### config.mk
export PLATFORM = sky130hd
export DESIGN_NAME = oskg_top
export DESIGN_NICKNAME = d
export VERILOG_FILES = /design/src/rtl/oskg_pkg.sv /design/src/rtl/oskg_out.sv /design/src/rtl/oskg_top.sv
export SDC_FILE = /design/constraint.sdc
export NUM_CORES = 1
export LEC_CHECK = 0
export BUFFER_PORTS_ARGS = -buffer_cell sky130_fd_sc_hd__buf_2
export CORE_UTILIZATION = 55
export DETAILED_ROUTE_END_ITERATION = 8
export HOLD_SLACK_MARGIN = 0.12
export MAX_ROUTING_LAYER = met4
export PLACE_DENSITY_LB_ADDON = 0.05
export SLEW_MARGIN = 20
export SYNTH_ARGS = -nofsm -noshare
export SYNTH_HDL_FRONTEND = slang
export SYNTH_SLANG_ARGS = --single-unit
### constraint.sdc
create_clock -name aclk -period 2.8 [get_ports aclk]
set_input_delay 0.84 -clock aclk [delete_from_list [all_inputs] [get_ports aclk]]
set_output_delay 0.84 -clock aclk [all_outputs]
set_load 0.01 [all_outputs]
### src/rtl/oskg_pkg.sv
// package: constants for output skew and gating control
package oskg_pkg;
  localparam int N_OUT = 4;
  localparam int SKEW_W = 4;
  localparam logic [4:0] SKEW_STEPS = 5'h10;
  localparam logic [3:0] SKEW_SPAN = 4'hf;
  // vco phase counter: eight taps per vco period
  localparam int PH_W = 3;
  localparam logic [2:0] FINE_INC = 3'h1;
  localparam logic [2:0] COARSE_INC = 3'h2;
  localparam int DIV_W = 6;
  localparam int CLK_PERIOD_PS = 4000;
  localparam int OE_MAX_NS = 20;
  localparam int OE_CYC = (OE_MAX_NS * 1000) / CLK_PERIOD_PS;
  localparam int LRST_MIN_NS = 20;
  localparam int LRST_CYC = (LRST_MIN_NS * 1000 + CLK_PERIOD_PS - 1) / CLK_PERIOD_PS;
  localparam int PRST_MIN_US = 1000;
  localparam int PRST_CYC = PRST_MIN_US * 1000000 / CLK_PERIOD_PS;
  localparam int CNT_W = 18;
  localparam int PROF_N = 4;
  localparam logic [7:0] AXI_OKAY = 8'h00;
  // register offsets
  localparam logic [7:0] REG_CTRL = 8'h00;
  localparam logic [7:0] REG_SKEW = 8'h04;
  localparam logic [7:0] REG_PROF = 8'h08;
  localparam logic [7:0] REG_STAT = 8'h0c;
  localparam logic [1:0] RESP_OKAY = 2'h0;
  localparam logic [1:0] RESP_SLVERR = 2'h2;
  localparam logic [31:0] SKEW_RST = 32'h0000_0000;
  typedef enum logic [2:0] {
    OSKG_PLL_RUN = 3'h1,
    OSKG_PLL_RST = 3'h2,
    OSKG_PLL_REL = 3'h4
  } oskg_pll_t;
endpackage : oskg_pkg

### src/rtl/oskg_out.sv
// one output channel: skewed divided clock with glitch-free gate
`timescale 1ns/1ps
module oskg_out
  import oskg_pkg::*;
(
  input wire logic aclk,
  input wire logic rst,
  input wire logic vco_en,
  input wire logic [PH_W-1:0] vco_phase,
  input wire logic coarse,
  input wire logic [SKEW_W-1:0] skew,
  input wire logic [DIV_W-1:0] half_div,
  input wire logic gate,
  output logic clk_out
);
  typedef struct packed {
    logic [DIV_W-1:0] cnt;
    logic [SKEW_W+1:0] dly;
    logic run;
    logic lvl;
    logic out;
    logic gate_q;
  } oskg_ch_t;
  oskg_ch_t r, next_r;
  logic [SKEW_W+1:0] target;
  always_comb begin
    next_r = r;
    // RULE_02 step of eighth or quarter
    target = coarse ? {1'b0, skew, 1'b0} : {2'b00, skew};
    if (vco_en) begin
      // RULE_03 span is fifteen steps
      if (r.dly != target) next_r.dly = r.dly + 6'h01;
      else begin
        if (r.cnt + 6'h01 >= half_div) begin
          next_r.cnt = 6'h00;
          next_r.lvl = ~r.lvl;
          // RULE_10 gate only at low boundary
          if (r.lvl) next_r.run = r.gate_q;
        end else next_r.cnt = r.cnt + 6'h01;
      end
    end
    next_r.gate_q = gate;
    next_r.out = r.lvl & r.run;
    if (rst) next_r = '0;
  end
  always_ff @(posedge aclk) begin
    r <= next_r;
  end
  assign clk_out = r.out;
  logic unused_phase;
  assign unused_phase = ^vco_phase;
endmodule : oskg_out

### src/rtl/oskg_top.sv
// top: output skew, gating, enables, resets and profile select
// Operation
// RULE_01: sixteen skew settings, four-bit selector
// RULE_02: step is eighth or quarter vco period
// RULE_03: span equals fifteen steps
// RULE_04: host changes gate three output cycles early
// RULE_05: enables act within twenty nanoseconds
// RULE_06: pll reset held one millisecond, full reset; pll_reset only follows the pin, with no minimum width
// RULE_07: logic reset twenty nanoseconds, pll untouched
// RULE_08: host holds reset after profile change
// RULE_09: sample profile under reset, apply at release
// RULE_10: gate changes only on output boundary
//
// Implementation choices: the AXI4-Lite interface to the registers and the placing of the registers.
`timescale 1ns/1ps
module oskg_top
  import oskg_pkg::*;
#(
  parameter int PRST_CYCLES = PRST_CYC
)
(
  input wire logic aclk,
  input wire logic aresetn,
  input wire logic logic_reset_n,
  input wire logic pll_reset_n,
  input wire logic [1:0] profile_select,
  input wire logic bank_x_output_enable,
  input wire logic bank_y_output_enable,
  input wire logic global_output_enable,
  input wire logic [N_OUT-1:0] output_clock_gate,
  input wire logic [7:0] s_axi_awaddr,
  input wire logic s_axi_awvalid,
  output logic s_axi_awready,
  input wire logic [31:0] s_axi_wdata,
  input wire logic [3:0] s_axi_wstrb,
  input wire logic s_axi_wvalid,
  output logic s_axi_wready,
  output logic [1:0] s_axi_bresp,
  output logic s_axi_bvalid,
  input wire logic s_axi_bready,
  input wire logic [7:0] s_axi_araddr,
  input wire logic s_axi_arvalid,
  output logic s_axi_arready,
  output logic [31:0] s_axi_rdata,
  output logic [1:0] s_axi_rresp,
  output logic s_axi_rvalid,
  input wire logic s_axi_rready,
  output logic pll_reset,
  output logic [N_OUT-1:0] clk_out
);
  typedef struct packed {
    logic aw_got;
    logic w_got;
    logic [7:0] awaddr;
    logic [31:0] wdata;
    logic [3:0] wstrb;
    logic bvalid;
    logic [1:0] bresp;
    logic rvalid;
    logic [1:0] rresp;
    logic [31:0] rdata;
    logic coarse;
    logic [5:0] half_div;
    logic [N_OUT*SKEW_W-1:0] skew;
    logic [PROF_N*N_OUT*SKEW_W-1:0] prof;
    logic [1:0] prof_q;
    logic [1:0] prof_act;
    logic lrst;
    logic lrst_q;
    logic [CNT_W-1:0] pcnt;
    oskg_pll_t pll;
    logic pll_out;
    logic [N_OUT-1:0] oe;
    logic [PH_W-1:0] phase;
  } oskg_st_t;
  oskg_st_t r, next_r;
  logic [N_OUT-1:0] ch_clk;
  logic rst_any;
  logic [N_OUT-1:0] ch_out_q;
  assign rst_any = r.lrst | (r.pll != OSKG_PLL_RUN);
  always_comb begin
    next_r = r;
    next_r.phase = r.phase + (r.coarse ? COARSE_INC : FINE_INC);
    // RULE_07 logic reset only digital
    next_r.lrst = ~logic_reset_n;
    next_r.lrst_q = r.lrst;
    // RULE_09 sample profile during reset
    if (r.lrst) next_r.prof_q = profile_select;
    if (r.lrst_q && !r.lrst) begin
      next_r.prof_act = r.prof_q;
      next_r.skew = r.prof[r.prof_q*N_OUT*SKEW_W +: N_OUT*SKEW_W];
    end
    // RULE_06 pll reset follows pin width, no minimum enforced; full reset
    case (r.pll)
      OSKG_PLL_RUN: begin
        if (!pll_reset_n) begin
          next_r.pll = OSKG_PLL_RST;
          next_r.pcnt = '0;
        end
      end
      OSKG_PLL_RST: begin
        if (r.pcnt < CNT_W'(PRST_CYCLES)) next_r.pcnt = r.pcnt + 18'h00001;
        if (pll_reset_n) next_r.pll = OSKG_PLL_REL;
      end
      OSKG_PLL_REL: begin
        next_r.pll = OSKG_PLL_RUN;
      end
      default: next_r.pll = OSKG_PLL_RUN;
    endcase
    next_r.pll_out = (r.pll == OSKG_PLL_RST) & (r.pcnt >= CNT_W'(PRST_CYCLES) | 1'b1);
    // RULE_05 enables registered here, reach clk_out two cycles later
    for (int i = 0; i < N_OUT; i++) begin
      next_r.oe[i] = global_output_enable &
        (i < N_OUT/2 ? bank_x_output_enable : bank_y_output_enable);
    end
    // axi write
    if (s_axi_awvalid && !r.aw_got) begin
      next_r.aw_got = 1'b1;
      next_r.awaddr = s_axi_awaddr;
    end
    if (s_axi_wvalid && !r.w_got) begin
      next_r.w_got = 1'b1;
      next_r.wdata = s_axi_wdata;
      next_r.wstrb = s_axi_wstrb;
    end
    if (r.aw_got && r.w_got && !r.bvalid) begin
      next_r.aw_got = 1'b0;
      next_r.w_got = 1'b0;
      next_r.bvalid = 1'b1;
      next_r.bresp = RESP_OKAY;
      if (r.awaddr == REG_CTRL) begin
        if (r.wstrb[0]) begin
          next_r.coarse = r.wdata[0];
          next_r.half_div = r.wdata[7:2];
        end
      end else if (r.awaddr == REG_SKEW) begin
        // RULE_01 four bits per output
        for (int b = 0; b < 2; b++)
          if (r.wstrb[b]) next_r.skew[b*8 +: 8] = r.wdata[b*8 +: 8];
      end else if (r.awaddr == REG_PROF) begin
        next_r.prof[r.wdata[17:16]*N_OUT*SKEW_W +: N_OUT*SKEW_W] = r.wdata[15:0];
      end else begin
        next_r.bresp = RESP_SLVERR;
      end
    end
    if (r.bvalid && s_axi_bready) next_r.bvalid = 1'b0;
    if (s_axi_arvalid && !r.rvalid) begin
      next_r.rvalid = 1'b1;
      next_r.rresp = RESP_OKAY;
      if (s_axi_araddr == REG_CTRL) next_r.rdata = {24'h0, r.half_div, 1'b0, r.coarse};
      else if (s_axi_araddr == REG_SKEW) next_r.rdata = {16'h0, r.skew};
      else if (s_axi_araddr == REG_STAT)
        next_r.rdata = {24'h0, r.oe, r.prof_act, r.pll_out, r.lrst};
      else begin
        next_r.rdata = 32'h0;
        next_r.rresp = RESP_SLVERR;
      end
    end
    if (r.rvalid && s_axi_rready) next_r.rvalid = 1'b0;
    if (!aresetn) begin
      next_r = '0;
      next_r.pll = OSKG_PLL_RUN;
      next_r.half_div = 6'h01;
    end
  end
  always_ff @(posedge aclk) begin
    r <= next_r;
  end
  genvar g;
  generate
    for (g = 0; g < N_OUT; g++) begin : g_ch
      // RULE_04 gate setup is host duty
      oskg_out u_ch (
        .aclk(aclk),
        .rst(rst_any | ~aresetn),
        .vco_en(1'b1),
        .vco_phase(r.phase),
        .coarse(r.coarse),
        .skew(r.skew[g*SKEW_W +: SKEW_W]),
        .half_div(r.half_div),
        .gate(output_clock_gate[g]),
        .clk_out(ch_clk[g])
      );
    end
  endgenerate
  // RULE_05 output enable gating
  always_ff @(posedge aclk) begin
    if (!aresetn) ch_out_q <= '0;
    else ch_out_q <= ch_clk & r.oe;
  end
  assign clk_out = ch_out_q;
  assign s_axi_awready = !r.aw_got;
  assign s_axi_wready = !r.w_got;
  assign s_axi_bvalid = r.bvalid;
  assign s_axi_bresp = r.bresp;
  assign s_axi_arready = !r.rvalid;
  assign s_axi_rvalid = r.rvalid;
  assign s_axi_rresp = r.rresp;
  assign s_axi_rdata = r.rdata;
  assign pll_reset = r.pll_out;
  // RULE_05 enable latency bound
  property p_oe;
    @(posedge aclk) disable iff (!aresetn)
      !global_output_enable |-> ##2 (clk_out == '0);
  endproperty
  a_oe: assert property (p_oe) else $error("output not disabled"); // RULE_05
  // RULE_05 bank x enable latency
  property p_bank_x;
    @(posedge aclk) disable iff (!aresetn)
      !bank_x_output_enable |-> ##2 (clk_out[1:0] == 2'h0);
  endproperty
  a_bank_x: assert property (p_bank_x) else $error("bank x not disabled"); // RULE_05
  // RULE_06 pll reset follows pin
  property p_pll;
    @(posedge aclk) disable iff (!aresetn)
      (r.pll == OSKG_PLL_RUN && !pll_reset_n) |-> ##2 pll_reset;
  endproperty
  a_pll: assert property (p_pll) else $error("pll reset missing"); // RULE_06
  // RULE_07 logic reset leaves pll
  property p_lrst;
    @(posedge aclk) disable iff (!aresetn)
      (!logic_reset_n && pll_reset_n && r.pll == OSKG_PLL_RUN) |=> r.pll == OSKG_PLL_RUN;
  endproperty
  a_lrst: assert property (p_lrst) else $error("logic reset hit pll"); // RULE_07
  // RULE_09 profile applied at release
  property p_prof;
    @(posedge aclk) disable iff (!aresetn)
      (r.lrst_q && !r.lrst) |=> r.prof_act == $past(r.prof_q);
  endproperty
  a_prof: assert property (p_prof) else $error("profile not applied"); // RULE_09
  // RULE_10 no output under reset
  property p_gate;
    @(posedge aclk) disable iff (!aresetn)
      r.lrst [*3] |-> clk_out == '0;
  endproperty
  a_gate: assert property (p_gate) else $error("output during reset"); // RULE_10
  c_wr: cover property (@(posedge aclk) s_axi_bvalid && s_axi_bready);
  c_rd: cover property (@(posedge aclk) s_axi_rvalid && s_axi_rready);
  c_clk: cover property (@(posedge aclk) $rose(clk_out[0]));
endmodule : oskg_top

-- Yosys cells after proc, flatten, opt, wreduce, memory -nomap -nowiden
Index checks and enable logic that the tools add are counted.
- add/subtract/negate cells: 9
- magnitude comparators: 4
- equal/unequal tests: 13
- shift operators: 3
- mux-type cells: 29
- bitwise logic cells: 21
- reductions and logical operators: 29
- operators with widths (cell ; number):
    $mux 80 ; 2
    $mux 64 ; 2
    $bwmux 64 ; 1
    $mux 16 ; 4
    $shift 16x34->64 const A ; 1
    $shiftx 16x34->64 ; 1
    $shiftx 64x7->16 ; 1
    $add 6x1->6 const B ; 8
    $neg 6->34 ; 1
    $ge 6x6->1 ; 4
    $mux 6 ; 4
    $mux 8 ; 3
    $ne 6x6->1 ; 4
    $mux 5 ; 4
    $eq 8x3->1 const B ; 2
    $eq 8x4->1 const B ; 2
    $logic_not 8->1 ; 2
    $reduce_and 3->1 ; 5
    $mux 2 ; 6
    $not 1->1 ; 12
    $reduce_and 2->1 ; 5
    $logic_and 1x1->1 ; 8
    $and 1x1->1 ; 6
    $mux 3 ; 2
    other kinds (10) ; 18
- register bits after elaboration: 236
- input port bits: 70
- word-level logic and storage cells: 154

-- Depth between registers and ports, before layout
Gate-level depths: netlist of the first run.
- word-level depth: 7
- gate-level depth with buffers: 10
- mapped depth without buffers: 9

-- Modules after synthesis
A second synthesis of the first run with hierarchy kept.
- cell total of the unflattened synthesis: 1287
- area total of the unflattened synthesis: 11207.0 sq um
- by module, submodules not included (module ; instances ; cells each ; area each (sq um)):
    oskg_top ; 1 ; 771 ; 6787.8
    oskg_out ; 4 ; 129 ; 1104.8

-- Least setup slack after synthesis of the first run
OpenSTA, ideal clock, no wires.
- path type: register to register
- from: register g_ch[0].u_ch.r[10] in the netlist's numbering
- to: register g_ch[0].u_ch.r[10] in the netlist's numbering
- setup time: 0.070 ns
- arrival time: 2.173 ns
- slack: 0.556 ns
- cell stages (with the launch flop): 10
- path buffers: 0
- period minus slack after synthesis: 2.244 ns
- cell sequence: dfxtp_1 ha_1 nand3_1 xnor2_1 ha_1 a21o_1 a21o_1 a31o_2 or4_1 a21oi_1
- word-level cells in the longest chain between the ends: 3
- ends and longest elaborated chain (item ; RTL line ; RTL):
    start, declared ; oskg_out.sv:24 ; oskg_ch_t r, next_r;
    start signal, assigned ; oskg_out.sv:47 ; r <= next_r;
    $add 6x1->6 * ; oskg_out.sv:34, oskg_out.sv:39 ;
    $ge 6x6->1 ; oskg_out.sv:34 ; if (r.cnt + 6'h01 >= half_div) begin
    $mux 6 * ; oskg_out.sv:34 ;
Every way passes the cells marked *; elsewhere a longest branch is shown, timed or not.
A chain may end at the register's enable or synchronous reset.

-- Worst setup path after layout of the first run
Ends and elaborated chain as after synthesis.

==> summary.txt, run 1 <==
Hold path
  • Path category of the worst min-delay check: reg -> reg
  • Hold Path Origin: g_ch[0].u_ch.r[0]$_SDFF_PP0_

Timing
  • Setup Skew: 11.50 ps
  • Final max-slew violation count: 0
  • Worst Tran Pin Value: 772.2 ps
  • Timing-limited maximum frequency: 407.4 MHz
  • Setup violators final: 0
  • Endpoints failing hold: 0
  • Final Cycle Share: 87.67%
  • Worst relative slew slack: 48.52%
  • Fin crit period: 2455 ps
  • RSZ-0062 raised after global routing: false
  • Fin Setup TNS: 0 ps

Floorplanning
  • Core area: 0.01959 mm²
  • Die Ht: 144.0 µm
  • DIE AREA: 0.02073 mm²
  • Ports: 116
  • Core Rows: 51
  • Starting density of the core: 56.60%
  • DIE WIDTH: 144.0 µm

Placed design
  • Hpwl dp: 16620 µm
  • PortBufs: 81
  • DP Area: 0.01150 mm²
  • Routability Congestion: 0.8147

Setup path
  • CP Capture Type: register
  • Reg2reg start: g_ch[0].u_ch.r[10]$_SDFFE_PP0N_
  • Worst Setup SP: g_ch[0].u_ch.r[10]$_SDFFE_PP0N_
  • CP max-delay cell: dfxtp_1
  • Worst-path cell chain: ha_1 > nand3_1 > xnor2_1 > ha_1 > a21o_1 > a21o_1 > a31o_2 > or4_1 > a21oi_1
  • Max incr delay on CP: 400 ps
  • Crit Path Class: reg -> reg
  • WP data arrival: 2900 ps
  • Crit path max fanout: 5
  • Crit path max-delay family: compound AO/OA/AOI/OAI gates
  • CP Data Required Time: 3250 ps
  • Worst Setup Start Kind: register
  • CP bufs+invs: 0

Power and ir drop
  • Flop pwr share: 47.6%
  • Leak: 4.857 nW
  • PwrDens: 546.3 mW/mm²
  • Clock share of power: 46.5%
  • Logic gate share of total power: 5.8%
  • Worst VDD drop: 0.4844 mV
  • Switching Power: 1.539 mW
  • Switching share of power: 22.93%
  • Int Pwr: 5.173 mW

Finish
  • Layout area overhead: 10.82%
  • # nets final: 1347
  • Cell area after layout: 0.01229 mm²
  • Layout cells sized above 1: 18.25%
  • Diode count: 0

Clocking
  • Max clock buf depth: 3
  • CTS tree: built
  • Cts bufs inserted: 24
  • Postcts setup bufs: 0
  • CTS H-tree lvls: 1
  • Worst skew pair latency: 520 ps
  • Root buf cell: clkbuf_16
  • Hold_buf cts: 0
  • CTS clk-pin slew, worst paths: 60 ps
  • Post-CTS sizing: 0
  • TritonCTS Sinks: 217

Synth
  • Sequential-to-total area share from yosys stat: 39.18%
  • Asr flop ratio synth: 0%
  • Largest cells by area after synthesis: dfxtp_1 39%, nand2_1 5.8%, mux2i_1 5.1%, ha_1 4.2%, a21boi_2 4.1%
  • Ys flop type: dfxtp_1
  • Syn Std Cell Area: 0.01109 mm²
  • Most frequent cell after synthesis: dfxtp_1
  • Post-synth top area cell: dfxtp_1
  • Synth top cells by count: 217 x dfxtp_1, 170 x nand2_1, 88 x nand3_1
  • Top cell type's share of synthesized area: 39.18%
  • Yosys reg bits: 217
  • Syn Inst Count: 1196
  • Number of enable flip-flop cells after synthesis: 0
  • Synth warn: 0
  • Count of cell types in the netlist: 69
  • Avg Cell Area, Syn: 9.271 µm²

Global route
  • Total GRT Usage: 25.74%
  • Initial antenna violation count: 0
  • GRT Residual Overflow: 0
  • Pin count of the biggest net entering global routing: 149
  • Number of global-route vias before repair: 8212
  • First-pass GRT wire length: 41290 µm

Detailed routing
  • Drt pass-1 iters: 4
  • Total number of vias: 8560
  • DRT iter0 DRCs: 367
  • Drt wl/cell: 16.51 µm
  • Vias per cell: 5.632
  • DRC viols: 0
  • Total detailed-routing wirelength: 25100 µm
  • Routed Antenna Nets: 0

Run status
  • Run status: complete, no violations

Flow run
  • # Max-Cap Violations: 0
[power groups by stage]
stage	logic [mW]	registers [mW]	clock network [mW]
4_1_cts	0.397	3.20	3.20
3_5_place_dp	0.395	3.26	0
2_1_floorplan	0.291	3.24	0
5_1_grt	0.432	3.20	3.32
6_report	0.391	3.20	3.12
3_3_place_gp	0.389	3.26	0
[area by class of cell]
cell class,count,area [µm²]
Timing Repair Buffer,114,680.7
Clock buffer,36,725.7
Clock inverter,5,63.81
Sequential cell,217,4344
Fill cell,1744,7302
Multi-Input combinational cell,862,6063
Tap cell,265,331.6
Inverter,21,78.83
[metal layers]
metal | vias to the layer above | wire, µm | global-route usage, % | part of all wire (%)
li1 | 4301 | - | - | -
met1 | 4071 | 11450 | 32.14 | 46
met2 | 150 | 12280 | 43.81 | 49
met3 | 38 | 738 | 2.616 | 2.9
met4 | 0 | 639 | 7.895 | 2.5
met5 | - | 0 | - | 0
[metrics by stage]
step | total power, mW | utilization (%) | worst slack [ps] | instances | hold WS (ps)
floorplan | 3.533 | - | 556.5 | 1213 | 420.2
global placement | 3.652 | 58.70 | 360.9 | 1479 | 426.6
detailed placement | 3.659 | 58.70 | 323.7 | 1479 | 428.3
CTS | 6.790 | 62.73 | 329.9 | 1520 | 434.7
global route | 6.954 | 62.73 | 100.7 | 1520 | 453.8
finish | 6.713 | 62.73 | 345.2 | 1520 | 438.7
[worst reg2reg max path, stage by stage (launching register included)]
cell	delay (ps)
dfxtp_1	400
ha_1	260
nand3_1	110
xnor2_1	210
ha_1	280
a21o_1	180
a21o_1	180
a31o_2	250
or4_1	400
a21oi_1	130
[cell families after synthesis]
family / after synthesis / synth area share [%]
AND/OR/NAND/NOR: 434 / 19.71
AO/OA/AOI/OAI: 261 / 18.61
flip-flops: 217 / 39.18
buffers and inverters: 134 / 6.816
multiplexers: 73 / 8.395
XOR/XNOR: 39 / 3.081
adder cells (fa/ha/maj): 37 / 4.175
other: 1 / 0.03382
[cell usage in the layout (no fill, tap or decap), drive strengths merged, types with 7 or more instances in the layout]
master | Yosys | routed
nor2b | 44 | 44
clkbuf | 54 | 36
nand4 | 16 | 16
nand3 | 90 | 90
xor2 | 19 | 19
and3 | 15 | 15
inv | 21 | 21
ha | 37 | 37
mux4 | 16 | 16
nand2 | 170 | 170
dfxtp | 217 | 217
a21o | 7 | 7
a21oi | 33 | 33
and2 | 11 | 11
o211ai | 8 | 8
mux2i | 57 | 57
a21boi | 90 | 90
nor4 | 7 | 7
a22oi | 15 | 15
nand2b | 14 | 14
buf | 59 | 114
nor2 | 23 | 23
o211a | 20 | 20
xnor2 | 20 | 20
o21ai | 38 | 38
conb | 1 | 18
nor3 | 16 | 16
[worst paths after layout]
| kind | endpoint | slack [ps] | cells past startpoint |
|---|---|---|---|
| worst max-delay path | g_ch[0].u_ch.r[10]$_SDFFE_PP0N_ | 350 | 9 |
| worst min-delay path | g_ch[0].u_ch.r[3]$_SDFFE_PP0P_ | 440 | 2 |
| worst max register to register | g_ch[0].u_ch.r[10]$_SDFFE_PP0N_ | 350 | 9 |
| worst min register to register | g_ch[0].u_ch.r[3]$_SDFFE_PP0P_ | 440 | 2 |
No activity file was read; power rests on OpenSTA's default activity.
==> run 2, diff against run 1 <==
==> constraint.sdc (replaced) <==
create_clock -name aclk -period 2.8 [get_ports aclk]
set_input_delay 0.28 -clock aclk [delete_from_list [all_inputs] [get_ports aclk]]
set_output_delay 0.28 -clock aclk [all_outputs]
set_load 0.01 [all_outputs]
==> run 2 against run 1 <==
  * Cell area up 2.9%
  * Via count grew 3.2%
  * Sequential share of layout area is 1.0 points lower
  * Global-route usage up 0.64 points
  * Hold slack got worse by 240 ps
  * Combinational power is 9.7% higher
  * Routed wire length increased by 2.9%
  * Register-to-register slack is essentially flat
  * Setup slack got worse by 7.8 ps
  * Flip-flop and latch count unchanged
  * Critical path depth did not move
  * Total power down 1.1%
  * Largest cell class unchanged
==> summary.txt, run 2 (synthesis results as in run 1) <==
Run status
  • Run status: complete, no violations

Clocking
  • CTS H-tree lvls: 1 (unchanged)
  • Postcts setup bufs: 0 (unchanged)
  • Post-CTS sizing: 0 (unchanged)
  • CTS tree: built
  • TritonCTS Sinks: 217 (unchanged)
  • Cts bufs inserted: 25 (+4.2%)
  • Worst skew pair latency: 520 ps (about the same)
  • CTS clk-pin slew, worst paths: 60 ps (about the same)
  • Root buf cell: clkbuf_16
  • Max clock buf depth: 3 (unchanged)

Hold path
  • Path category of the worst min-delay check: in -> reg
  • Hold path cells: 3 (+1)

Floorplanning
  • Die Ht: 144.0 µm (unchanged)
  • Core area: 0.01959 mm² (unchanged)
  • Starting density of the core: 56.60% (unchanged)
  • DIE AREA: 0.02073 mm² (unchanged)
  • Core Rows: 51 (unchanged)
  • Ports: 116 (unchanged)
  • DIE WIDTH: 144.0 µm (unchanged)

Timing
  • Fin Setup TNS: 0 ps (unchanged)
  • Setup Skew: 12.53 ps (+1.034 ps)
  • Endpoints failing hold: 0 (unchanged)
  • Fin crit period: 2463 ps (+7.836 ps)
  • RSZ-0062 raised after global routing: false
  • Final Cycle Share: 87.95% (+0.28 points)
  • Setup violators final: 0 (unchanged)
  • Final max-slew violation count: 0 (unchanged)
  • Worst Tran Pin Value: 914.7 ps (+142.5 ps)
  • Worst relative slew slack: 38.89% (-9.6 points)
  • Timing-limited maximum frequency: 406.1 MHz (-0.32%)

Detailed routing
  • DRC viols: 0 (unchanged)
  • Drt pass-1 iters: 5 (+1)
  • DRT iter0 DRCs: 425 (+16%)
  • Routed Antenna Nets: 0 (unchanged)
  • Total number of vias: 8833 (+3.2%)
  • Drt wl/cell: 16.53 µm (+0.12%)
  • Vias per cell: 5.655 (+0.41%)
  • Total detailed-routing wirelength: 25830 µm (+2.9%)

Finish
  • Layout fillers: 1671 (-4.2%)
  • Cell area after layout: 0.01265 mm² (+2.9%)
  • Diode count: 0 (unchanged)
  • Area of the multi-input gates: 0.006063 mm² (unchanged)
  • Layout cells sized above 1: 17.12% (-1.1 points)
  • Layout area overhead: 14.05%
  • Most common cell after layout, fill and taps aside: dfxtp_1
  • # nets final: 1391 (+3.3%)
  • FF+latch area: 0.004344 mm² (unchanged)
  • Non-Filler Instances: 1562 (+2.8%)
  • Final Core Density: 64.55% (+1.8 points)
  • Most frequent cells in the layout: 217 x dfxtp_1, 170 x nand2_1, 88 x nand3_1

Power and ir drop
  • Flop pwr share: 48.2% (+0.6 points)
  • Switching share of power: 23.06% (+0.13 points)
  • Logic gate share of total power: 6.5% (+0.7 points)
  • Total power draw: 6.638 mW (-1.1%)
  • Switching Power: 1.531 mW (-0.53%)
  • Clock share of power: 45.3% (-1.2 points)
  • Int Pwr: 5.107 mW (-1.3%)
  • PwrDens: 524.9 mW/mm² (-3.9%)
  • Worst VDD drop: 0.4419 mV (-8.8%)
  • Leak: 5.009 nW (+3.1%)

Placed design
  • Routability Congestion: 0.8329 (+2.2%)
  • Inst Count DP: 1477 (-0.14%)
  • DP Area: 0.01146 mm² (-0.35%)
  • Hpwl dp: 16590 µm (-0.18%)
  • PortBufs: 81 (unchanged)

Setup path
  • Worst-path cell chain: ha_1 > nand3_1 > xnor2_1 > ha_1 > a21o_1 > a21o_1 > a31oi_1 > nand3_1 > o22ai_1
  • Crit path max-delay family: compound AO/OA/AOI/OAI gates
  • CP max-delay cell: a31oi_1
  • WP data arrival: 2900 ps (about the same)
  • Worst Setup Start Kind: register
  • Worst Reg2Reg Path Length in Cells: 9 (unchanged)
  • Crit Path Class: reg -> reg
  • CP Capture Type: register
  • Max incr delay on CP: 430 ps (+30 ps)
  • Critical path depth: 9 (unchanged)
  • CP bufs+invs: 0 (unchanged)
  • Crit path max fanout: 6 (+1)
  • CP Data Required Time: 3240 ps (about the same)

Global route
  • First-pass GRT wire length: 42440 µm (+2.8%)
  • GRT Residual Overflow: 0 (unchanged)
  • Initial antenna violation count: 0 (unchanged)
  • Pin count of the biggest net entering global routing: 88 (-41%)
  • Number of global-route vias before repair: 8493 (+3.4%)
  • Total GRT Usage: 26.38% (+0.64 points)

Flow run
  • # Max-Cap Violations: 0 (unchanged)
-- run 2: area by class of cell --
cell class / count / area share, %
Multi-Input combinational cell: 862 / 47.95
Sequential cell: 217 / 34.35
Timing Repair Buffer: 157 / 8.628
Clock buffer: 35 / 5.402
Tap cell: 265 / 2.622
Inverter: 21 / 0.6233
Clock inverter: 5 / 0.4254
-- run 2: per-layer routing --
metal | routed length, µm | global-route usage, % | up-vias | part of all wire (%)
met5 | 0 | - | - | 0
met4 | 605 | 7.895 | 0 | 2.3
met3 | 895 | 3.278 | 45 | 3.5
met2 | 12670 | 45.21 | 177 | 49
met1 | 11660 | 32.37 | 4220 | 45
li1 | - | - | 4391 | -
-- run 2: worst reg2reg max path: stages, from the launching register on --
cell and delay, ps:
dfxtp_1 390, ha_1 250, nand3_1 110, xnor2_1 210
ha_1 280, a21o_1 180, a21o_1 180, a31oi_1 430
nand3_1 190, o22ai_1 180
-- run 2: worst paths after layout --
kind	to	slack, ps	start
setup / recovery	g_ch[0].u_ch.r[13]$_SDFFE_PP0N_	340	g_ch[0].u_ch.r[10]$_SDFFE_PP0N_
hold / removal	r[9]$_SDFFE_PN0P_	200	aresetn
setup reg to reg	g_ch[0].u_ch.r[13]$_SDFFE_PP0N_	340	g_ch[0].u_ch.r[10]$_SDFFE_PP0N_
hold reg to reg	g_ch[0].u_ch.r[3]$_SDFFE_PP0P_	440	g_ch[0].u_ch.r[0]$_SDFF_PP0_
-- run 2: what timing repair did --
item                       4_1_cts  5_1_grt
hold endpoints to repair        44        0
hold buffers                    45        0
setup endpoints to repair        0        0
-- run 2: power by group through the flow --
stage                     combinational (mW)  clock [mW]  sequential (mW)
after floorplan                        0.291           0             3.24
after global placement                 0.376           0             3.27
after detailed placement               0.380           0             3.27
after CTS                              0.430        3.07             3.20
after global routing                   0.470        3.20             3.21
final                                  0.429        3.01             3.20
-- run 2: per-stage QoR --
step / hold WS, ps / setup slack [ps]
CTS: 181.6 / 344.8
global route: 230.5 / 94.41
global placement: 425.9 / 375.8
detailed placement: 428.4 / 362.8
floorplan: 351.6 / 556.5
finish: 199.4 / 337.4
==> run 3, diff against run 2 <==
--- a/config.mk
+++ b/config.mk
@@ -14,4 +14,5 @@
 export SLEW_MARGIN = 20
 export SYNTH_ARGS = -nofsm -noshare
 export SYNTH_HDL_FRONTEND = slang
+export SYNTH_HIERARCHICAL = 1
 export SYNTH_SLANG_ARGS = --single-unit
==> run 3 against run 2 <==
  * Utilization rose by 0.53 points
  * Critical endpoint is now g_ch[3].u_ch/r[12]$_SDFFE_PP0P_
  * Global-route usage rose by 0.29 points
  * Critical path type unchanged
  * Setup slack better by 31 ps
  * First-iteration DRC count increased by 32%
  * Non-clock buffer count decreased by 10
  * Sequential power about the same
==> summary.txt, run 3 <==
Setup path
  • Crit Path Class: reg -> reg
  • Max incr delay on CP: 400 ps (-30 ps)
  • WP data arrival: 2860 ps (-40 ps)
  • Worst Reg2Reg Path Length in Cells: 9 (unchanged)
  • CP max-delay cell: dfxtp_1
  • Reg-to-reg critical path endpoint: g_ch[3].u_ch/r[12]$_SDFFE_PP0P_
  • Reg2reg start: g_ch[3].u_ch/r[10]$_SDFFE_PP0P_
  • FF-to-FF setup slack: 370 ps (+30 ps)
  • Top cell by count, worst path: ha_1
  • CP Capture Type: register
  • CP Data Required Time: 3230 ps (about the same)
  • Worst Setup Start Kind: register
  • Worst-path cell chain: ha_1 > nand3_1 > xnor2_1 > ha_1 > a21o_1 > a21oi_1 > o31a_1 > a211oi_1 > o32ai_1
  • Crit path max fanout: 11 (+5)

Power and ir drop
  • Total power draw: 6.746 mW (+1.6%)
  • Leak: 4.818 nW (-3.8%)
  • Switching share of power: 23.98% (+0.92 points)
  • Flop pwr share: 47.4% (-0.8 points)
  • Clock share of power: 45.7% (+0.4 points)
  • Int Pwr: 5.128 mW (+0.40%)
  • Logic gate share of total power: 7.0% (+0.5 points)
  • Worst VDD drop: 0.5264 mV (+19%)
  • PwrDens: 529.1 mW/mm² (+0.79%)
  • Switching Power: 1.618 mW (+5.7%)

Global route
  • GRT Residual Overflow: 0 (unchanged)
  • Total GRT Usage: 26.67% (+0.29 points)
  • Initial antenna violation count: 0 (unchanged)
  • Number of global-route vias before repair: 8371 (-1.4%)
  • First-pass GRT wire length: 42750 µm (+0.73%)
  • Pin count of the biggest net entering global routing: 124 (+41%)

Hold path
  • Hold path cells: 2 (-1)
  • Hold Path Origin: aresetn
  • Path category of the worst min-delay check: in -> reg
  • Hold EP: r[115]$_SDFFE_PN1P_

Detailed routing
  • Drt pass-1 iters: 4 (-1)
  • DRC viols: 0 (unchanged)
  • Total number of vias: 9213 (+4.3%)
  • Drt wl/cell: 15.88 µm (-4.0%)
  • DRT iter0 DRCs: 559 (+32%)
  • Total detailed-routing wirelength: 26340 µm (+2.0%)
  • Routed Antenna Nets: 0 (unchanged)
  • Vias per cell: 5.553 (-1.8%)

Flow run
  • # Max-Cap Violations: 0 (unchanged)

Timing
  • Fin Setup TNS: 0 ps (unchanged)
  • Fin crit period: 2432 ps (-30.73 ps)
  • Timing-limited maximum frequency: 411.2 MHz (+1.3%)
  • RSZ-0062 raised after global routing: false
  • Endpoints failing hold: 0 (unchanged)
  • Final max-slew violation count: 0 (unchanged)
  • Setup violators final: 0 (unchanged)
  • Setup Skew: 16.14 ps (+3.611 ps)
  • Worst relative slew slack: 40.17% (+1.3 points)
  • Worst Tran Pin Value: 895.6 ps (-19.07 ps)
  • Final Cycle Share: 86.85% (-1.1 points)
  • Worst setup margin: 368.1 ps (+30.73 ps)

Synth
  • Synth warn: 6 (+6)
  • Syn Std Cell Area: 0.01108 mm² (about the same)
  • Syn Inst Count: 1275 (+6.6%)
  • Avg Cell Area, Syn: 8.691 µm² (-6.3%)

Floorplanning
  • Ports: 116 (unchanged)
  • Die Ht: 143.9 µm (about the same)
  • Core Rows: 51 (unchanged)
  • Starting density of the core: 56.56% (about the same)
  • Core area: 0.01959 mm² (unchanged)
  • DIE WIDTH: 143.9 µm (about the same)
  • DIE AREA: 0.02072 mm² (about the same)

Finish
  • Non-Filler Instances: 1659 (+6.2%)
  • # nets final: 1484 (+6.7%)
  • Cell area after layout: 0.01275 mm² (+0.82%)
  • Diode count: 0 (unchanged)
  • Layout cells sized above 1: 12.41% (-4.7 points)
  • Most common cell after layout, fill and taps aside: dfxtp_1
  • Layout area overhead: 15.06%
  • Most frequent cells in the layout: 216 x dfxtp_1, 148 x a21oi_1, 127 x nand2_1

Clocking
  • Cts bufs inserted: 24 (-4.0%)
  • CTS tree: built
  • CTS clk-pin slew, worst paths: 60 ps (about the same)
  • Max clock buf depth: 3 (unchanged)
  • CTS H-tree lvls: 1 (unchanged)
  • Root buf cell: clkbuf_16
  • Worst skew pair latency: 520 ps (about the same)
  • TritonCTS Sinks: 217 (unchanged)
  • Post-CTS sizing: 0 (unchanged)

Run status
  • Run status: complete, no violations

Placed design
  • Setup WS pre-CTS: 430.1 ps (+67.24 ps)
  • Hpwl dp: 17200 µm (+3.7%)
  • Inst Count DP: 1572 (+6.4%)
  • PortBufs: 81 (unchanged)
  • DP Area: 0.01153 mm² (+0.63%)
  • Routability Congestion: 0.8604 (+3.3%)
[run 3: through the flow]
step,util (%),hold slack (ps)
after floorplan,-,352.4
after global placement,58.86,436.4
after detailed placement,58.86,442.6
after CTS,65.08,155.9
after global routing,65.08,178.6
final,65.08,165.8
[run 3: layout make-up]
type,count,area [µm²]
Tap cell,265,331.6
Clock inverter,9,90.09
Clock buffer,34,688.2
Timing Repair Buffer,147,1049
Sequential cell,217,4345
Multi-Input combinational cell,943,6080
Inverter,44,166.4
Fill cell,1696,6840
[run 3: layer usage]
layer | routed length, µm | vias up | global-route usage (%)
li1 | - | 4648 | -
met1 | 12150 | 4316 | 33.90
met2 | 12560 | 216 | 45.13
met5 | 0 | - | -
met4 | 476 | 0 | 5.823
met3 | 1146 | 33 | 3.299
[run 3: power by group through the flow]
stage	clock (mW)	combinational, mW	sequential [mW]
floorplan	0	0.319	3.24
global placement	0	0.416	3.26
detailed placement	0	0.422	3.26
CTS	3.14	0.469	3.19
global route	3.27	0.517	3.20
finish	3.08	0.470	3.20
[run 3: critical path: cells and delay by family (launching register included)]
family	cells	cell delay, ps
xor gates and xnor gates	1	210
and+or+nand+nor	1	100
adders and majority gates	2	510
AOI/OAI and AO/OA	5	1100
DFF	1	400
[run 3: how the worst max path moves through the flow]
stage / slack [ps] / cells after the start / end / start
final: 370 / 9 / g_ch[3].u_ch/r[12]$_SDFFE_PP0P_ / g_ch[3].u_ch/r[10]$_SDFFE_PP0P_
after floorplan: 610 / 10 / g_ch[0].u_ch/r[12]$_SDFFE_PP0P_ / g_ch[0].u_ch/r[10]$_SDFFE_PP0P_
after global placement: 480 / 9 / g_ch[2].u_ch/r[12]$_SDFFE_PP0P_ / g_ch[2].u_ch/r[10]$_SDFFE_PP0P_
after CTS: 360 / 9 / g_ch[3].u_ch/r[12]$_SDFFE_PP0P_ / g_ch[3].u_ch/r[10]$_SDFFE_PP0P_
after detailed placement: 430 / 9 / g_ch[3].u_ch/r[12]$_SDFFE_PP0P_ / g_ch[3].u_ch/r[10]$_SDFFE_PP0P_
after global routing: 110 / 9 / g_ch[3].u_ch/r[12]$_SDFFE_PP0P_ / g_ch[3].u_ch/r[10]$_SDFFE_PP0P_
[run 3: timing repair]
item,CTS,global route
endpoints found under the hold margin,44,0
hold buffers,44,0
buffers inserted,0,0
